[config.mk]
export PLATFORM = sky130hd
export DESIGN_NAME = i2c_arb_wake_ctl
export DESIGN_NICKNAME = d
export VERILOG_FILES = /design/src/logic/i2c_ctl_pkg.sv /design/src/logic/i2c_arb_wake_ctl.sv /design/src/logic/line_monitor.sv
export SDC_FILE = /design/constraint.sdc
export NUM_CORES = 1
export LEC_CHECK = 0
export BUFFER_PORTS_ARGS = -buffer_cell sky130_fd_sc_hd__buf_2
export CAP_MARGIN = 40
export CORE_UTILIZATION = 40
export DETAILED_ROUTE_END_ITERATION = 8
export PLACE_DENSITY = 0.6
export SLEW_MARGIN = 10
export SYNTH_ARGS = -nofsm -noshare
export SYNTH_HDL_FRONTEND = slang
export SYNTH_SLANG_ARGS = --single-unit
[constraint.sdc]
create_clock -name clk -period 2.05 [get_ports clk]
set_clock_uncertainty 0.2 [all_clocks]
set_input_delay 0.41 -clock clk [delete_from_list [all_inputs] [get_ports clk]]
set_output_delay 0.41 -clock clk [all_outputs]
set_load 0.005 [all_outputs]
[src/logic/i2c_ctl_pkg.sv]
// Purpose: shared constants and types for the two-wire bus control block
// Assumes: clk at 25 MHz
// Notes:   start hold and clock low counts derive from times in ns and the clock period
package i2c_ctl_pkg;

  localparam int CLK_PERIOD_NS  = 40;
  localparam int START_HOLD_NS  = 4000;
  localparam int SCL_LOW_NS     = 4700;
  // least times round up to whole cycles
  localparam int START_HOLD_CYC = (START_HOLD_NS + CLK_PERIOD_NS - 1) / CLK_PERIOD_NS;
  localparam int SCL_LOW_CYC    = (SCL_LOW_NS + CLK_PERIOD_NS - 1) / CLK_PERIOD_NS;
  localparam logic [7:0] START_HOLD_COUNT = 8'(START_HOLD_CYC - 1);
  localparam logic [7:0] SCL_LOW_COUNT    = 8'(SCL_LOW_CYC - 1);
  localparam logic [7:0] GEN_COUNT_ZERO   = 8'h00;

  // latest clock at which the start outcome flag is valid after a request
  localparam int START_FLAG_MAX_CLK = 5;

  // falling-edge numbers within a byte
  localparam logic [3:0] BIT_ZERO      = 4'h0;
  localparam logic [3:0] BIT_FIRST     = 4'h1;
  localparam logic [3:0] BIT_DATA_FALL = 4'h8;
  localparam logic [3:0] BIT_ACK_FALL  = 4'h9;

  // upper five bits of an address byte that carry an extension code
  localparam logic [4:0] EXT_CODE_LO = 5'h01;
  localparam logic [4:0] EXT_CODE_HI = 5'h1E;

  typedef struct packed {
    logic start;
    logic stop;
    logic sclFall;
    logic sclRise;
    logic sclHigh;
    logic sdaHigh;
  } lineEvents_t;

  typedef enum {GEN_IDLE, GEN_WAIT_FREE, GEN_SDA_LOW, GEN_SCL_LOW} genState_t;

endpackage

[src/logic/i2c_arb_wake_ctl.sv]
// Purpose: interrupt timing under arbitration, slave wakeup filter, start gating
// Assumes: byte shifting and stop generation live in a byte engine outside
// Notes:   the engine takes over the lines once the start sequence ends
// Notes on behaviour
// - arbitration or restart interrupts at byte clock
// - stop during arbitrated transfer interrupts if enabled
// - timing select one: interrupt on ninth fall
// - select zero, extension code: interrupt on eighth
// - line low on restart/stop attempt: byte interrupt
// - stop during restart attempt interrupts if enabled
// - slave interrupts only on match or extension
// - start enters wakeup standby through address
// - stop interrupt follows enable bit alone
// - reservation disabled: start request rejected while bus not ours
// - bus not ours: no role, or released
// - outcome flag shows generated or rejected start
// - outcome flag valid within five clocks
`timescale 1ns/1ps
`default_nettype none
module i2c_arb_wake_ctl
  import i2c_ctl_pkg::*;
(
  input  wire logic       clk,
  input  wire logic       reset_n,
  input  wire logic       clock_line_pin,
  input  wire logic       sdaPin,
  input  wire logic       stop_irq_enable,
  input  wire logic       wait_irq_timing_select,
  input  wire logic       reservation_disable,
  input  wire logic       start_request,
  input  wire logic       bus_leave_release,
  input  wire logic       slaveEnable,
  input  wire logic [6:0] ownAddress,
  input  wire logic       arbLost,
  input  wire logic       checkRestart,
  input  wire logic       checkStop,
  output logic            bus_event_irq,
  output logic            start_outcome_flag,
  output logic            busBusy,
  output logic            masterMode,
  output logic            slaveMode,
  output logic            wakeupStandby,
  output logic            sdaOut,
  output logic            sdaOe_n,
  output logic            sclOut,
  output logic            sclOe_n
);

  localparam int FLAG_LIMIT = START_FLAG_MAX_CLK;

  lineEvents_t ev;
  genState_t   genState;
  genState_t   next_genState;
  logic [3:0]  bitCount;
  logic        skipFall;
  logic        addrPhase;
  logic [7:0]  addrShift;
  logic        arbLostHeld;
  logic [7:0]  genCount;

  line_monitor monitor (
    .clk            (clk),
    .reset_n        (reset_n),
    .clock_line_pin (clock_line_pin),
    .sdaPin         (sdaPin),
    .ev             (ev)
  );

  // byte position and address decode
  wire       countFall  = ev.sclFall & ~skipFall;
  wire [3:0] nextCount  = (bitCount == BIT_ACK_FALL) ? BIT_FIRST : 4'(bitCount + BIT_FIRST);
  wire [3:0] irqFall    = wait_irq_timing_select ? BIT_ACK_FALL : BIT_DATA_FALL;
  wire       addrDone   = addrPhase & countFall & (nextCount == BIT_DATA_FALL);
  wire       addrMatch  = (addrShift[7:1] == ownAddress);
  wire       extCode    = (addrShift[7:3] == EXT_CODE_LO) | (addrShift[7:3] == EXT_CODE_HI);
  wire       wakeHit    = addrDone & ((addrMatch & slaveEnable) | extCode);
  wire       involved   = masterMode | slaveMode | arbLostHeld | wakeHit;
  wire       byteIrq    = countFall & (nextCount == irqFall) & involved;
  wire       stopIrq    = ev.stop & stop_irq_enable;
  wire       collide    = ((checkRestart | checkStop) & ~ev.sdaHigh)
                          | (checkRestart & ~ev.sclHigh);
  wire       busNotOurs = busBusy & ~masterMode & ~slaveMode;
  wire       startReject = start_request & reservation_disable & busNotOurs;
  wire       startGo    = start_request & ~startReject & (genState == GEN_IDLE);
  wire       genDone    = (genCount == GEN_COUNT_ZERO);
  wire       enterScl   = (genState == GEN_SDA_LOW) & genDone;

  always_comb begin
    next_genState = genState;
    unique case (genState)
      GEN_IDLE: begin
        if (startGo) begin
          next_genState = busNotOurs ? GEN_WAIT_FREE : GEN_SDA_LOW;
        end
      end
      GEN_WAIT_FREE: begin
        if (!busBusy) begin
          next_genState = GEN_SDA_LOW;
        end
      end
      GEN_SDA_LOW: begin
        if (genDone) begin
          next_genState = GEN_SCL_LOW;
        end
      end
      GEN_SCL_LOW: begin
        if (genDone) begin
          next_genState = GEN_IDLE;
        end
      end
    endcase
  end

  // start sequence timing and line drive
  always_ff @(posedge clk) begin
    if (!reset_n) begin
      genState <= GEN_IDLE;
      genCount <= GEN_COUNT_ZERO;
      sdaOe_n  <= 1'b1;
      sclOe_n  <= 1'b1;
      sdaOut   <= 1'b0;
      sclOut   <= 1'b0;
    end else begin
      genState <= next_genState;
      sdaOut   <= 1'b0;
      sclOut   <= 1'b0;
      if (next_genState == GEN_SDA_LOW && genState != GEN_SDA_LOW) begin
        genCount <= START_HOLD_COUNT;
      end else if (enterScl) begin
        genCount <= SCL_LOW_COUNT;
      end else if (!genDone) begin
        genCount <= genCount - 8'h01;
      end
      sdaOe_n <= (next_genState != GEN_SDA_LOW);
      sclOe_n <= (next_genState != GEN_SCL_LOW);
    end
  end

  always_ff @(posedge clk) begin
    if (!reset_n) begin
      start_outcome_flag <= 1'b0;
    end else if (startReject) begin
      start_outcome_flag <= 1'b1;
    end else if (startGo) begin
      start_outcome_flag <= 1'b0;
    end
  end

  // byte counter and address capture
  always_ff @(posedge clk) begin
    if (!reset_n) begin
      bitCount  <= BIT_ZERO;
      skipFall  <= 1'b0;
      addrPhase <= 1'b0;
      addrShift <= 8'h00;
    end else if (ev.start) begin
      bitCount  <= BIT_ZERO;
      skipFall  <= 1'b1;
      addrPhase <= 1'b1;
    end else begin
      if (ev.sclFall) begin
        skipFall <= 1'b0;
      end
      if (countFall) begin
        bitCount <= nextCount;
      end
      if (ev.sclRise && addrPhase) begin
        addrShift <= {addrShift[6:0], ev.sdaHigh};
      end
      if (addrDone || ev.stop) begin
        addrPhase <= 1'b0;
      end
    end
  end

  // bus roles and wakeup filter
  always_ff @(posedge clk) begin
    if (!reset_n) begin
      busBusy       <= 1'b0;
      masterMode    <= 1'b0;
      slaveMode     <= 1'b0;
      wakeupStandby <= 1'b0;
      arbLostHeld   <= 1'b0;
      bus_event_irq <= 1'b0;
    end else begin
      bus_event_irq <= byteIrq | stopIrq;
      if (ev.start) begin
        busBusy <= 1'b1;
      end else if (ev.stop) begin
        busBusy <= 1'b0;
      end
      if (arbLost || collide || ev.stop) begin
        masterMode <= 1'b0;
      end else if (enterScl) begin
        masterMode <= 1'b1;
      end
      if (wakeHit) begin
        slaveMode <= 1'b1;
      end else if (ev.start || ev.stop || bus_leave_release) begin
        slaveMode <= 1'b0;
      end
      if (ev.start) begin
        wakeupStandby <= 1'b1;
      end else if (addrDone || ev.stop) begin
        wakeupStandby <= 1'b0;
      end
      if (arbLost || collide) begin
        arbLostHeld <= 1'b1;
      end else if (byteIrq || ev.stop) begin
        arbLostHeld <= 1'b0;
      end
    end
  end
endmodule
`default_nettype wire

[src/logic/line_monitor.sv]
// Purpose: synchronise the bus lines and detect edges and conditions
// Assumes: lines are asynchronous to clk; link clock well below clk/2
// Notes:   events are combinational from the second sync stage onward
`timescale 1ns/1ps
`default_nettype none
module line_monitor
  import i2c_ctl_pkg::*;
(
  input  wire logic  clk,
  input  wire logic  reset_n,
  input  wire logic  clock_line_pin,
  input  wire logic  sdaPin,
  output lineEvents_t ev
);

  logic sclMeta;
  logic sclSync;
  logic sclPrev;
  logic sdaMeta;
  logic sdaSync;
  logic sdaPrev;

  always_ff @(posedge clk) begin
    if (!reset_n) begin
      sclMeta <= 1'b1;
      sclSync <= 1'b1;
      sclPrev <= 1'b1;
      sdaMeta <= 1'b1;
      sdaSync <= 1'b1;
      sdaPrev <= 1'b1;
    end else begin
      sclMeta <= clock_line_pin;
      sclSync <= sclMeta;
      sclPrev <= sclSync;
      sdaMeta <= sdaPin;
      sdaSync <= sdaMeta;
      sdaPrev <= sdaSync;
    end
  end

  // start is data falling with clock high, stop is data rising with clock high
  assign ev.start   = sclSync & sclPrev & sdaPrev & ~sdaSync;
  assign ev.stop    = sclSync & sclPrev & ~sdaPrev & sdaSync;
  assign ev.sclFall = sclPrev & ~sclSync;
  assign ev.sclRise = ~sclPrev & sclSync;
  assign ev.sclHigh = sclSync;
  assign ev.sdaHigh = sdaSync;

endmodule
`default_nettype wire

==> metrics.txt, run 1 <==
Root Driver=clkbuf_8; RSZ-0062 raised after global routing=false; post-DR vias/cell=5.05; initial antenna violation count=0; Die Wd=84.2 µm; Synth area leaders=dfxtp_1, and2_1, mux2i_1; hpwl dp=3480 µm; largest net degree at the start of global routing=26; DRT iter0 DRCs=94; gr ovfl total=0; switching share of power=0.262; ys flop type=dfxtp_1; Clock Latency Late Sink=340 ps; Setup Buffers After CTS=0; Post-Syn Area=2700 µm²; min Tclk post-route=1890 ps; row count=29; Final Hold Vio Count=0; Internal=2.71 mW; VDD IR max=0.000563 V; vias in the first global route=1884; worst-case hold slack=43.9 ps; Util after Layout=0.496; CP Class=reg -> reg; total wire length=5160 µm; Mapped Avg Cell Area=9.66 µm²; final setup violation count=0; P&R area growth vs syn=17.8%; leakage power=1.31 nW; clk slew on worst S/H paths=70 ps; total power=3.67 mW; total CTS buffers=9; Max-Cap Viols=0; Initial Utilization=0.421; top cell family by delay on the critical path=simple AND/OR/NAND/NOR gates; fillers=600; Startpoint Class=register; H-tree depth=3; number of diodes=0; final antenna-violating net count=0; Slowest cell on crit path=or2_4; nets@finish=333; Critical Path Fanout Max=14; sequential cell area fraction in the yosys report=0.503; power density cells=1150 nW/µm²; # port buffers=27; Die Ht=84.2 µm; Bufs on Longest Clock Path=2; Detailed Routing Iterations Pass 1=6; Combinational Power Share=0.190; core area=6420 µm²; clock network fraction of total power=0.391; leading area contributor after synthesis=dfxtp_1; hold buffer count at cts=0; layout cells sized above 1=0.183; Post-synth ARST share=0; Crit. End Element=register; Final Wtd Congestion=0.738; Residual DRC=6; FMAX=528 MHz; Unique masters post-synth=45; CP Cell Sequence=nor4_1, nand4_1, or2_4, o21ai_0, buf_4, nor3_1; failing checks=DRC; WP buf/inv=1; share of the synthesized area in the top cell type=0.503; DR vias=1988; placed inst area=2910 µm²; Reg power frac=0.418; Avg WL per Cell=13.1 µm; status=finished, violations left; Overall Global Routing Usage=0.161; crit path DAT=1910 ps; setup TNS=0 ps; HP Class=in -> reg; Mapped Cells=280; post-synthesis register bit count=68; Layout Cell Area excl Fill=3190 µm²; CTS tree=done; Switch Pwr=0.961 mW; CTS Sinks=68; Synth warnings=0; crit-path max cell delay=360 ps; Post-synth EDFFs=0; Top-Level Pins=30; post_cts resized=0; max-slew violation count=0; fin crit share=0.924; Die Area=7090 µm²; CP Data Required Time=2070 ps; first-pass GRT wire length=8790 µm
[stage by stage]
stage | instances | worst slack [ps]
final | 394 | 157
after global routing | 394 | 7.66
after CTS | 394 | 25.2
after detailed placement | 378 | 41.1
after global placement | 378 | 58.7
after floorplan | 281 | 201
[cells in the mapped netlist, types with 2 or more instances]
master and instances:
nor3b_1 3, dfxtp_1 68, nand4b_1 3, nor2_1 17, xnor2_1 9, nor4_1 12
mux2i_1 9, nand2b_1 10, clkbuf_1 8, nor3_1 4, nor2b_1 11, xor2_1 3
nand4_1 4, o21ai_0 12, nand3_1 6, o311a_1 3, buf_6 3, o21a_1 3
inv_1 4, buf_4 2, and2_1 30, a21boi_0 6, or3_1 3, a21oi_1 9
o211ai_1 4, nand2_1 14, or4_4 2
[cell families (layout without fill, tap and decap cells)]
logic type      after synthesis  count (layout)  synth area share
xor+xnor                     12              12            0.0389
mux                           9               9            0.0333
flops                        68              68             0.503
buf+inv                      19              55            0.0379
other cells                   1               2           0.00139
simple gates                124             124             0.264
fa+ha+maj                     1               1           0.00463
compound gates               46              46             0.116
[per-layer routing]
layer	vias up	wire length [µm]	GRT usage
met2	41	2190	0.237
met3	11	263	0.0659
met5	-	0	0
met4	0	131	0.0737
li1	1034	-	-
met1	902	2570	0.205
[final cells by class]
cell class              count  area, µm²  area share
clock buffers              10        128      0.0401
flip-flops and latches     68       1360       0.427
multi-input cells         194       1260       0.395
well taps                  77       96.3      0.0302
clock inverters             6        136      0.0428
repair buffers             34        188      0.0589
inverters                   5       18.8     0.00589
[power by group through the flow]
stage / clock network, mW / logic, mW / registers, mW
after CTS: 1.47 / 0.698 / 1.53
final: 1.44 / 0.697 / 1.53
after floorplan: 0 / 0.532 / 1.53
after global routing: 1.53 / 0.787 / 1.55
after global placement: 0 / 0.689 / 1.56
after detailed placement: 0 / 0.696 / 1.56
[sequential cells by signal, indices dropped and copies added, names as in the netlist, 4 cells and up]
name / flops
genState: 32
bitCount: 4
addrShift: 8
genCount: 8
[placed cells by master (no fill, tap or decap), types with 6 or more instances in the layout]
cell type / synthesis / final
buf_2: 1 / 27
and2_1: 30 / 30
a21oi_1: 9 / 9
nor2b_1: 11 / 11
buf_4: 2 / 7
nor4_1: 12 / 11
o21ai_0: 12 / 12
mux2i_1: 9 / 9
nand2b_1: 10 / 10
a21boi_0: 6 / 6
clkbuf_8: 0 / 9
dfxtp_1: 68 / 68
nor2_1: 17 / 17
nand3_1: 6 / 6
xnor2_1: 9 / 9
nand2_1: 14 / 14
[path summary, 6_finish.rpt]
path,cells past startpoint,endpoint,from,slack (ps)
max,6,genCount[4]$_SDFFE_PP0P_,genState[25]$_SDFF_PN0_,160
min,2,monitor.sclMeta$_SDFF_PN1_,clock_line_pin,40
max reg2reg,6,genCount[4]$_SDFFE_PP0P_,genState[25]$_SDFF_PN0_,160
min reg2reg,1,monitor.sclSync$_SDFF_PN1_,monitor.sclMeta$_SDFF_PN1_,210
Note: power is estimated with default switching activity, not from simulation.
==> run 2, diff against run 1 <==
Settings changed: MAX_ROUTING_LAYER set to met4.
==> metrics.txt, run 2 (synthesis gave the netlist of run 1 again) <==
switching share of power=0.262 (about the same); first-pass GRT wire length=8780 µm (was 8790 µm); Reg power frac=0.419 (was 0.418); P&R area growth vs syn=17.8% (unchanged); CP Data Required Time=2070 ps (about the same); Die Area=7090 µm² (unchanged); Detailed Routing Iterations Pass 1=6 (unchanged); DRT iter0 DRCs=111 (was 94); hpwl dp=3480 µm (unchanged); vias in the first global route=1888 (was 1884); status=finished, violations left (unchanged); Overall Global Routing Usage=0.165 (was 0.161); max reg flops=32 (unchanged); initial antenna violation count=0 (unchanged); crit path DAT=1910 ps (about the same); Final Hold Vio Count=0 (unchanged); number of diodes=0 (unchanged); core area=6420 µm² (unchanged); Max-Cap Viols=0 (unchanged); H-tree depth=3 (unchanged); Switch Pwr=0.961 mW (about the same); CP Cell Sequence=nor4_1, nand4_1, or2_4, o21ai_0, buf_4, nor3_1 (unchanged); gr ovfl total=0 (unchanged); worst setup margin=158 ps (was 157 ps); Bufs on Longest Clock Path=2 (unchanged); most frequent cells in the layout=dfxtp_1, and2_1, buf_2 (unchanged); failing checks=DRC (unchanged); hold buffer count at cts=0 (unchanged); Slowest cell on crit path=or2_4 (unchanged); RSZ-0062 raised after global routing=false (unchanged); clk slew on worst S/H paths=70 ps (about the same); leakage power=1.31 nW (unchanged); Internal=2.71 mW (about the same); total wire length=5150 µm (was 5160 µm); CTS Sinks=68 (unchanged); CTS tree=done (unchanged); Die Wd=84.2 µm (unchanged); largest registers=genState (32), addrShift (8), genCount (8) (unchanged); power density cells=1150 nW/µm² (about the same); commonest non-fill, non-tap cell in the layout=dfxtp_1 (unchanged); Largest Register=genState (unchanged); layout cells sized above 1=0.183 (unchanged); largest net degree at the start of global routing=26 (unchanged); Startpoint Class=register (unchanged); crit-path max cell delay=360 ps (about the same); max-slew violation count=0 (unchanged); Die Ht=84.2 µm (unchanged); VDD IR max=0.000562 V (was 0.000563 V); Initial Utilization=0.421 (unchanged); post-DR vias/cell=5.05 (about the same); CP Class=reg -> reg (unchanged); row count=29 (unchanged); nets@finish=333 (unchanged); Combinational Power Share=0.190 (about the same); Root Driver=clkbuf_8 (unchanged); Critical Path Fanout Max=14 (unchanged); fin crit share=0.923 (was 0.924); setup TNS=0 ps (unchanged); Final Wtd Congestion=0.747 (was 0.738); total CTS buffers=9 (unchanged); min Tclk post-route=1890 ps (about the same); DR vias=1990 (was 1988); final setup violation count=0 (unchanged); Top-Level Pins=30 (unchanged); Avg WL per Cell=13.1 µm (about the same); Setup Buffers After CTS=0 (unchanged); clock network fraction of total power=0.391 (about the same); post_cts resized=0 (unchanged); HP Class=in -> reg (unchanged); Clock Latency Late Sink=340 ps (about the same); Residual DRC=6 (unchanged); final antenna-violating net count=0 (unchanged); # port buffers=27 (unchanged); Place WS=41.1 ps (unchanged); FMAX=529 MHz (was 528 MHz); Crit. End Element=register (unchanged)
run 2: cell counts in the layout (fill, tap and decap cells not counted):
Identical to the previous run, type by type.
run 2: critical path: cells and delay by family, from the launching register on:
family          cells  cell delay, ps
compound gates      1             180
buf+inv             1             150
flops               1             320
simple gates        4             920
run 2: cell type report:
type                    instances  area (µm²)
well taps                      77        96.3
clock inverters                 6         136
repair buffers                 34         188
clock buffers                  10         128
flip-flops and latches         68        1360
fillers                       600        3240
multi-input cells             194        1260
inverters                       5        18.8
run 2: through the flow:
stage               std cells  hold slack, ps  power (mW)  utilization  area, µm²
floorplan                 281             186        2.06            -       2710
global placement          378             190        2.25        0.453       2910
detailed placement        378             197        2.26        0.453       2910
CTS                       394            29.4        3.70        0.494       3170
global route              394            41.2        3.87        0.496       3190
finish                    394            44.2        3.67        0.496       3190
run 2: layer usage:
metal / wire [µm] / GRT usage / share of wire
met1: 2560 / 0.205 / 0.50
met2: 2190 / 0.237 / 0.43
met3: 266 / 0.0659 / 0.052
met4: 129 / 0.0737 / 0.025
met5: 0 / - / 0
run 2: power by group through the flow:
stage          registers [mW]  logic [mW]  clock network [mW]
6_report                 1.53       0.698                1.43
5_1_grt                  1.55       0.787                1.53
4_1_cts                  1.53       0.698                1.47
3_5_place_dp             1.56       0.696                   0
3_3_place_gp             1.56       0.689                   0
2_1_floorplan            1.53       0.532                   0
run 2: path summary, 6_finish.rpt:
| kind | startpoint | end | slack, ps | cells past startpoint |
|---|---|---|---|---|
| max reg2reg | genState[25]$_SDFF_PN0_ | genCount[4]$_SDFFE_PP0P_ | 160 | 6 |
| min | clock_line_pin | monitor.sclMeta$_SDFF_PN1_ | 40 | 2 |
| min reg2reg | monitor.sclMeta$_SDFF_PN1_ | monitor.sclSync$_SDFF_PN1_ | 210 | 1 |
| max | genState[25]$_SDFF_PN0_ | genCount[4]$_SDFFE_PP0P_ | 160 | 6 |
==> run 3, diff against run 2 <==
Settings changed: CORE_MARGIN set to 4.
==> metrics.txt, run 3 (synthesis gave the netlist of run 1 again) <==
most frequent cells in the layout=dfxtp_1, and2_1, buf_2 (unchanged); final antenna-violating net count=0 (unchanged); total power=3.42 mW (was 3.67 mW); Worst Hold Endpoint=monitor.sclMeta$_SDFF_PN1_ (unchanged); DRT iter0 DRCs=74 (was 111); Detailed Routing Iterations Pass 1=4 (was 6); layout cells sized above 1=0.193 (was 0.183); max reg flops=32 (unchanged); crit path DAT=1930 ps (was 1910 ps); largest registers=genState (32), addrShift (8), genCount (8) (unchanged); Cells after DPL=382 (was 378); Initial Utilization=0.419 (was 0.421); Max-Cap Viols=0 (unchanged); Final Wtd Congestion=0.818 (was 0.747); Rel. slew slack=0.671; nets@finish=337 (was 333); Die Wd=90.2 µm (was 84.2 µm); FF-to-FF Start=genState[18]$_SDFF_PN0_ (was genState[25]$_SDFF_PN0_); hold_sp=clock_line_pin (unchanged); Worst Tran Pin Value=487 ps; H-tree depth=3 (unchanged); FMAX=524 MHz (was 529 MHz); largest net degree at the start of global routing=34 (was 26); number of diodes=0 (unchanged); Clock Latency Late Sink=340 ps (about the same); Hold Path Stages=2 (unchanged); hpwl dp=3610 µm (was 3480 µm); gr ovfl total=0 (unchanged); Top-Level Pins=30 (unchanged); RSZ-0062 raised after global routing=false (unchanged); initial antenna violation count=0 (unchanged); Overall Global Routing Usage=0.139 (was 0.165); Critical Path Fanout Max=14 (unchanged); Root Driver=clkbuf_8 (unchanged); fin crit share=0.931 (was 0.923); row count=29 (unchanged); DR vias=2004 (was 1990); CTS tree=done (unchanged); power density cells=1080 nW/µm² (was 1150 nW/µm²); worst reg2reg path endpoint=genCount[2]$_SDFFE_PP0P_ (was genCount[4]$_SDFFE_PP0P_); CTS Sinks=68 (unchanged); Avg WL per Cell=12.9 µm (was 13.1 µm); HP Class=in -> reg (unchanged); CP Class=reg -> reg (unchanged); reg-to-reg slack, setup=140 ps (was 160 ps); Startpoint Class=register (unchanged); Crit. End Element=register (unchanged); core area=6460 µm² (was 6420 µm²); Residual DRC=0 (was 6); # port buffers=27 (unchanged); post-DR vias/cell=5.04 (was 5.05); Die Area=8140 µm² (was 7090 µm²); clk slew on worst S/H paths=70 ps (about the same); max-slew violation count=0 (unchanged); min Tclk post-route=1910 ps (was 1890 ps); P&R area growth vs syn=17.1% (was 17.8%); total CTS buffers=9 (unchanged); Die Ht=90.2 µm (was 84.2 µm); final setup violation count=0 (unchanged); Cell Count, Final, Fillers Out=398 (was 394); reg2reg path depth=6 (unchanged); CP Data Required Time=2080 ps (was 2070 ps); commonest non-fill, non-tap cell in the layout=dfxtp_1 (unchanged); leakage power=1.31 nW (about the same); first-pass GRT wire length=8880 µm (was 8780 µm); VDD IR max=0.000703 V (was 0.000562 V); Final Hold Vio Count=0 (unchanged); vias in the first global route=1878 (was 1888); status=finished clean (was finished, violations left); Largest Register=genState (unchanged); total wire length=5120 µm (was 5150 µm); Bufs on Longest Clock Path=2 (unchanged)
[run 3: changes by cell type in the layout (fill, tap and decap cells not counted), sizes merged]
| cell | previous run | this run |
|---|---|---|
| bufinv | 4 | 1 |
| buf | 34 | 38 |
| clkbuf | 10 | 13 |
[run 3: how the worst max path moves through the flow]
stage / startpoint / end / slack (ps)
final: genState[18]$_SDFF_PN0_ / genCount[2]$_SDFFE_PP0P_ / 140
after global routing: genState[21]$_SDFF_PN0_ / genCount[2]$_SDFFE_PP0P_ / 20
after CTS: genState[25]$_SDFF_PN0_ / genCount[2]$_SDFFE_PP0P_ / 100
after detailed placement: genState[25]$_SDFF_PN0_ / genCount[3]$_SDFFE_PP0N_ / 5
after global placement: genState[18]$_SDFF_PN0_ / genCount[3]$_SDFFE_PP0N_ / -0.5
after floorplan: genState[26]$_SDFF_PN0_ / sclOe_n$_SDFF_PN1_ / 200
[run 3: layout make-up]
cell class / instances / area (µm²)
Clock buffer: 13 / 179
Clock inverter: 3 / 42.5
Fill cell: 614 / 3290
Inverter: 5 / 18.8
Multi-Input combinational cell: 194 / 1250
Sequential cell: 68 / 1360
Tap cell: 77 / 96.3
Timing Repair Buffer: 38 / 218
[run 3: repair_timing]
item	in CTS	in global routing
hold buffers	0	0
setup endpoints to repair	3	2
resized for setup	1	1
buffers inserted	0	0
hold endpoints to repair	0	0
pin swaps	0	0
[run 3: routing by layer]
layer / global-route usage / vias to the layer above / share of wire / wire [µm]
li1: - / 1046 / - / -
met1: 0.177 / 905 / 0.51 / 2620
met2: 0.192 / 46 / 0.43 / 2220
met3: 0.0651 / 7 / 0.042 / 217
met4: 0.0523 / 0 / 0.013 / 67
met5: - / - / 0 / 0
[run 3: power by group]
group          total [mW]  internal [mW]  leakage (nW)  switching [mW]
Clock                1.18          0.692         0.112           0.486
Combinational       0.712          0.363         0.649           0.349
Sequential           1.53           1.42         0.552           0.110
[run 3: metrics by stage]
stage	utilization	area, µm²	TNS [ps]	worst slack, ps	hold slack (ps)
after global routing	0.490	3170	0	18.4	29.5
final	0.490	3170	0	141	44.6
after detailed placement	0.455	2940	0	5.01	197
after CTS	0.490	3160	0	102	24.3
after global placement	0.455	2940	-0.534	-0.534	188
after floorplan	-	2710	0	201	186
[run 3: worst max-delay path, cell delays in order (launching register included)]
cell and delay, ps:
dfxtp_1 310, nor4_1 310, nand4_1 190, or2_4 360, o21ai_0 210, buf_4 160
nor3_1 50
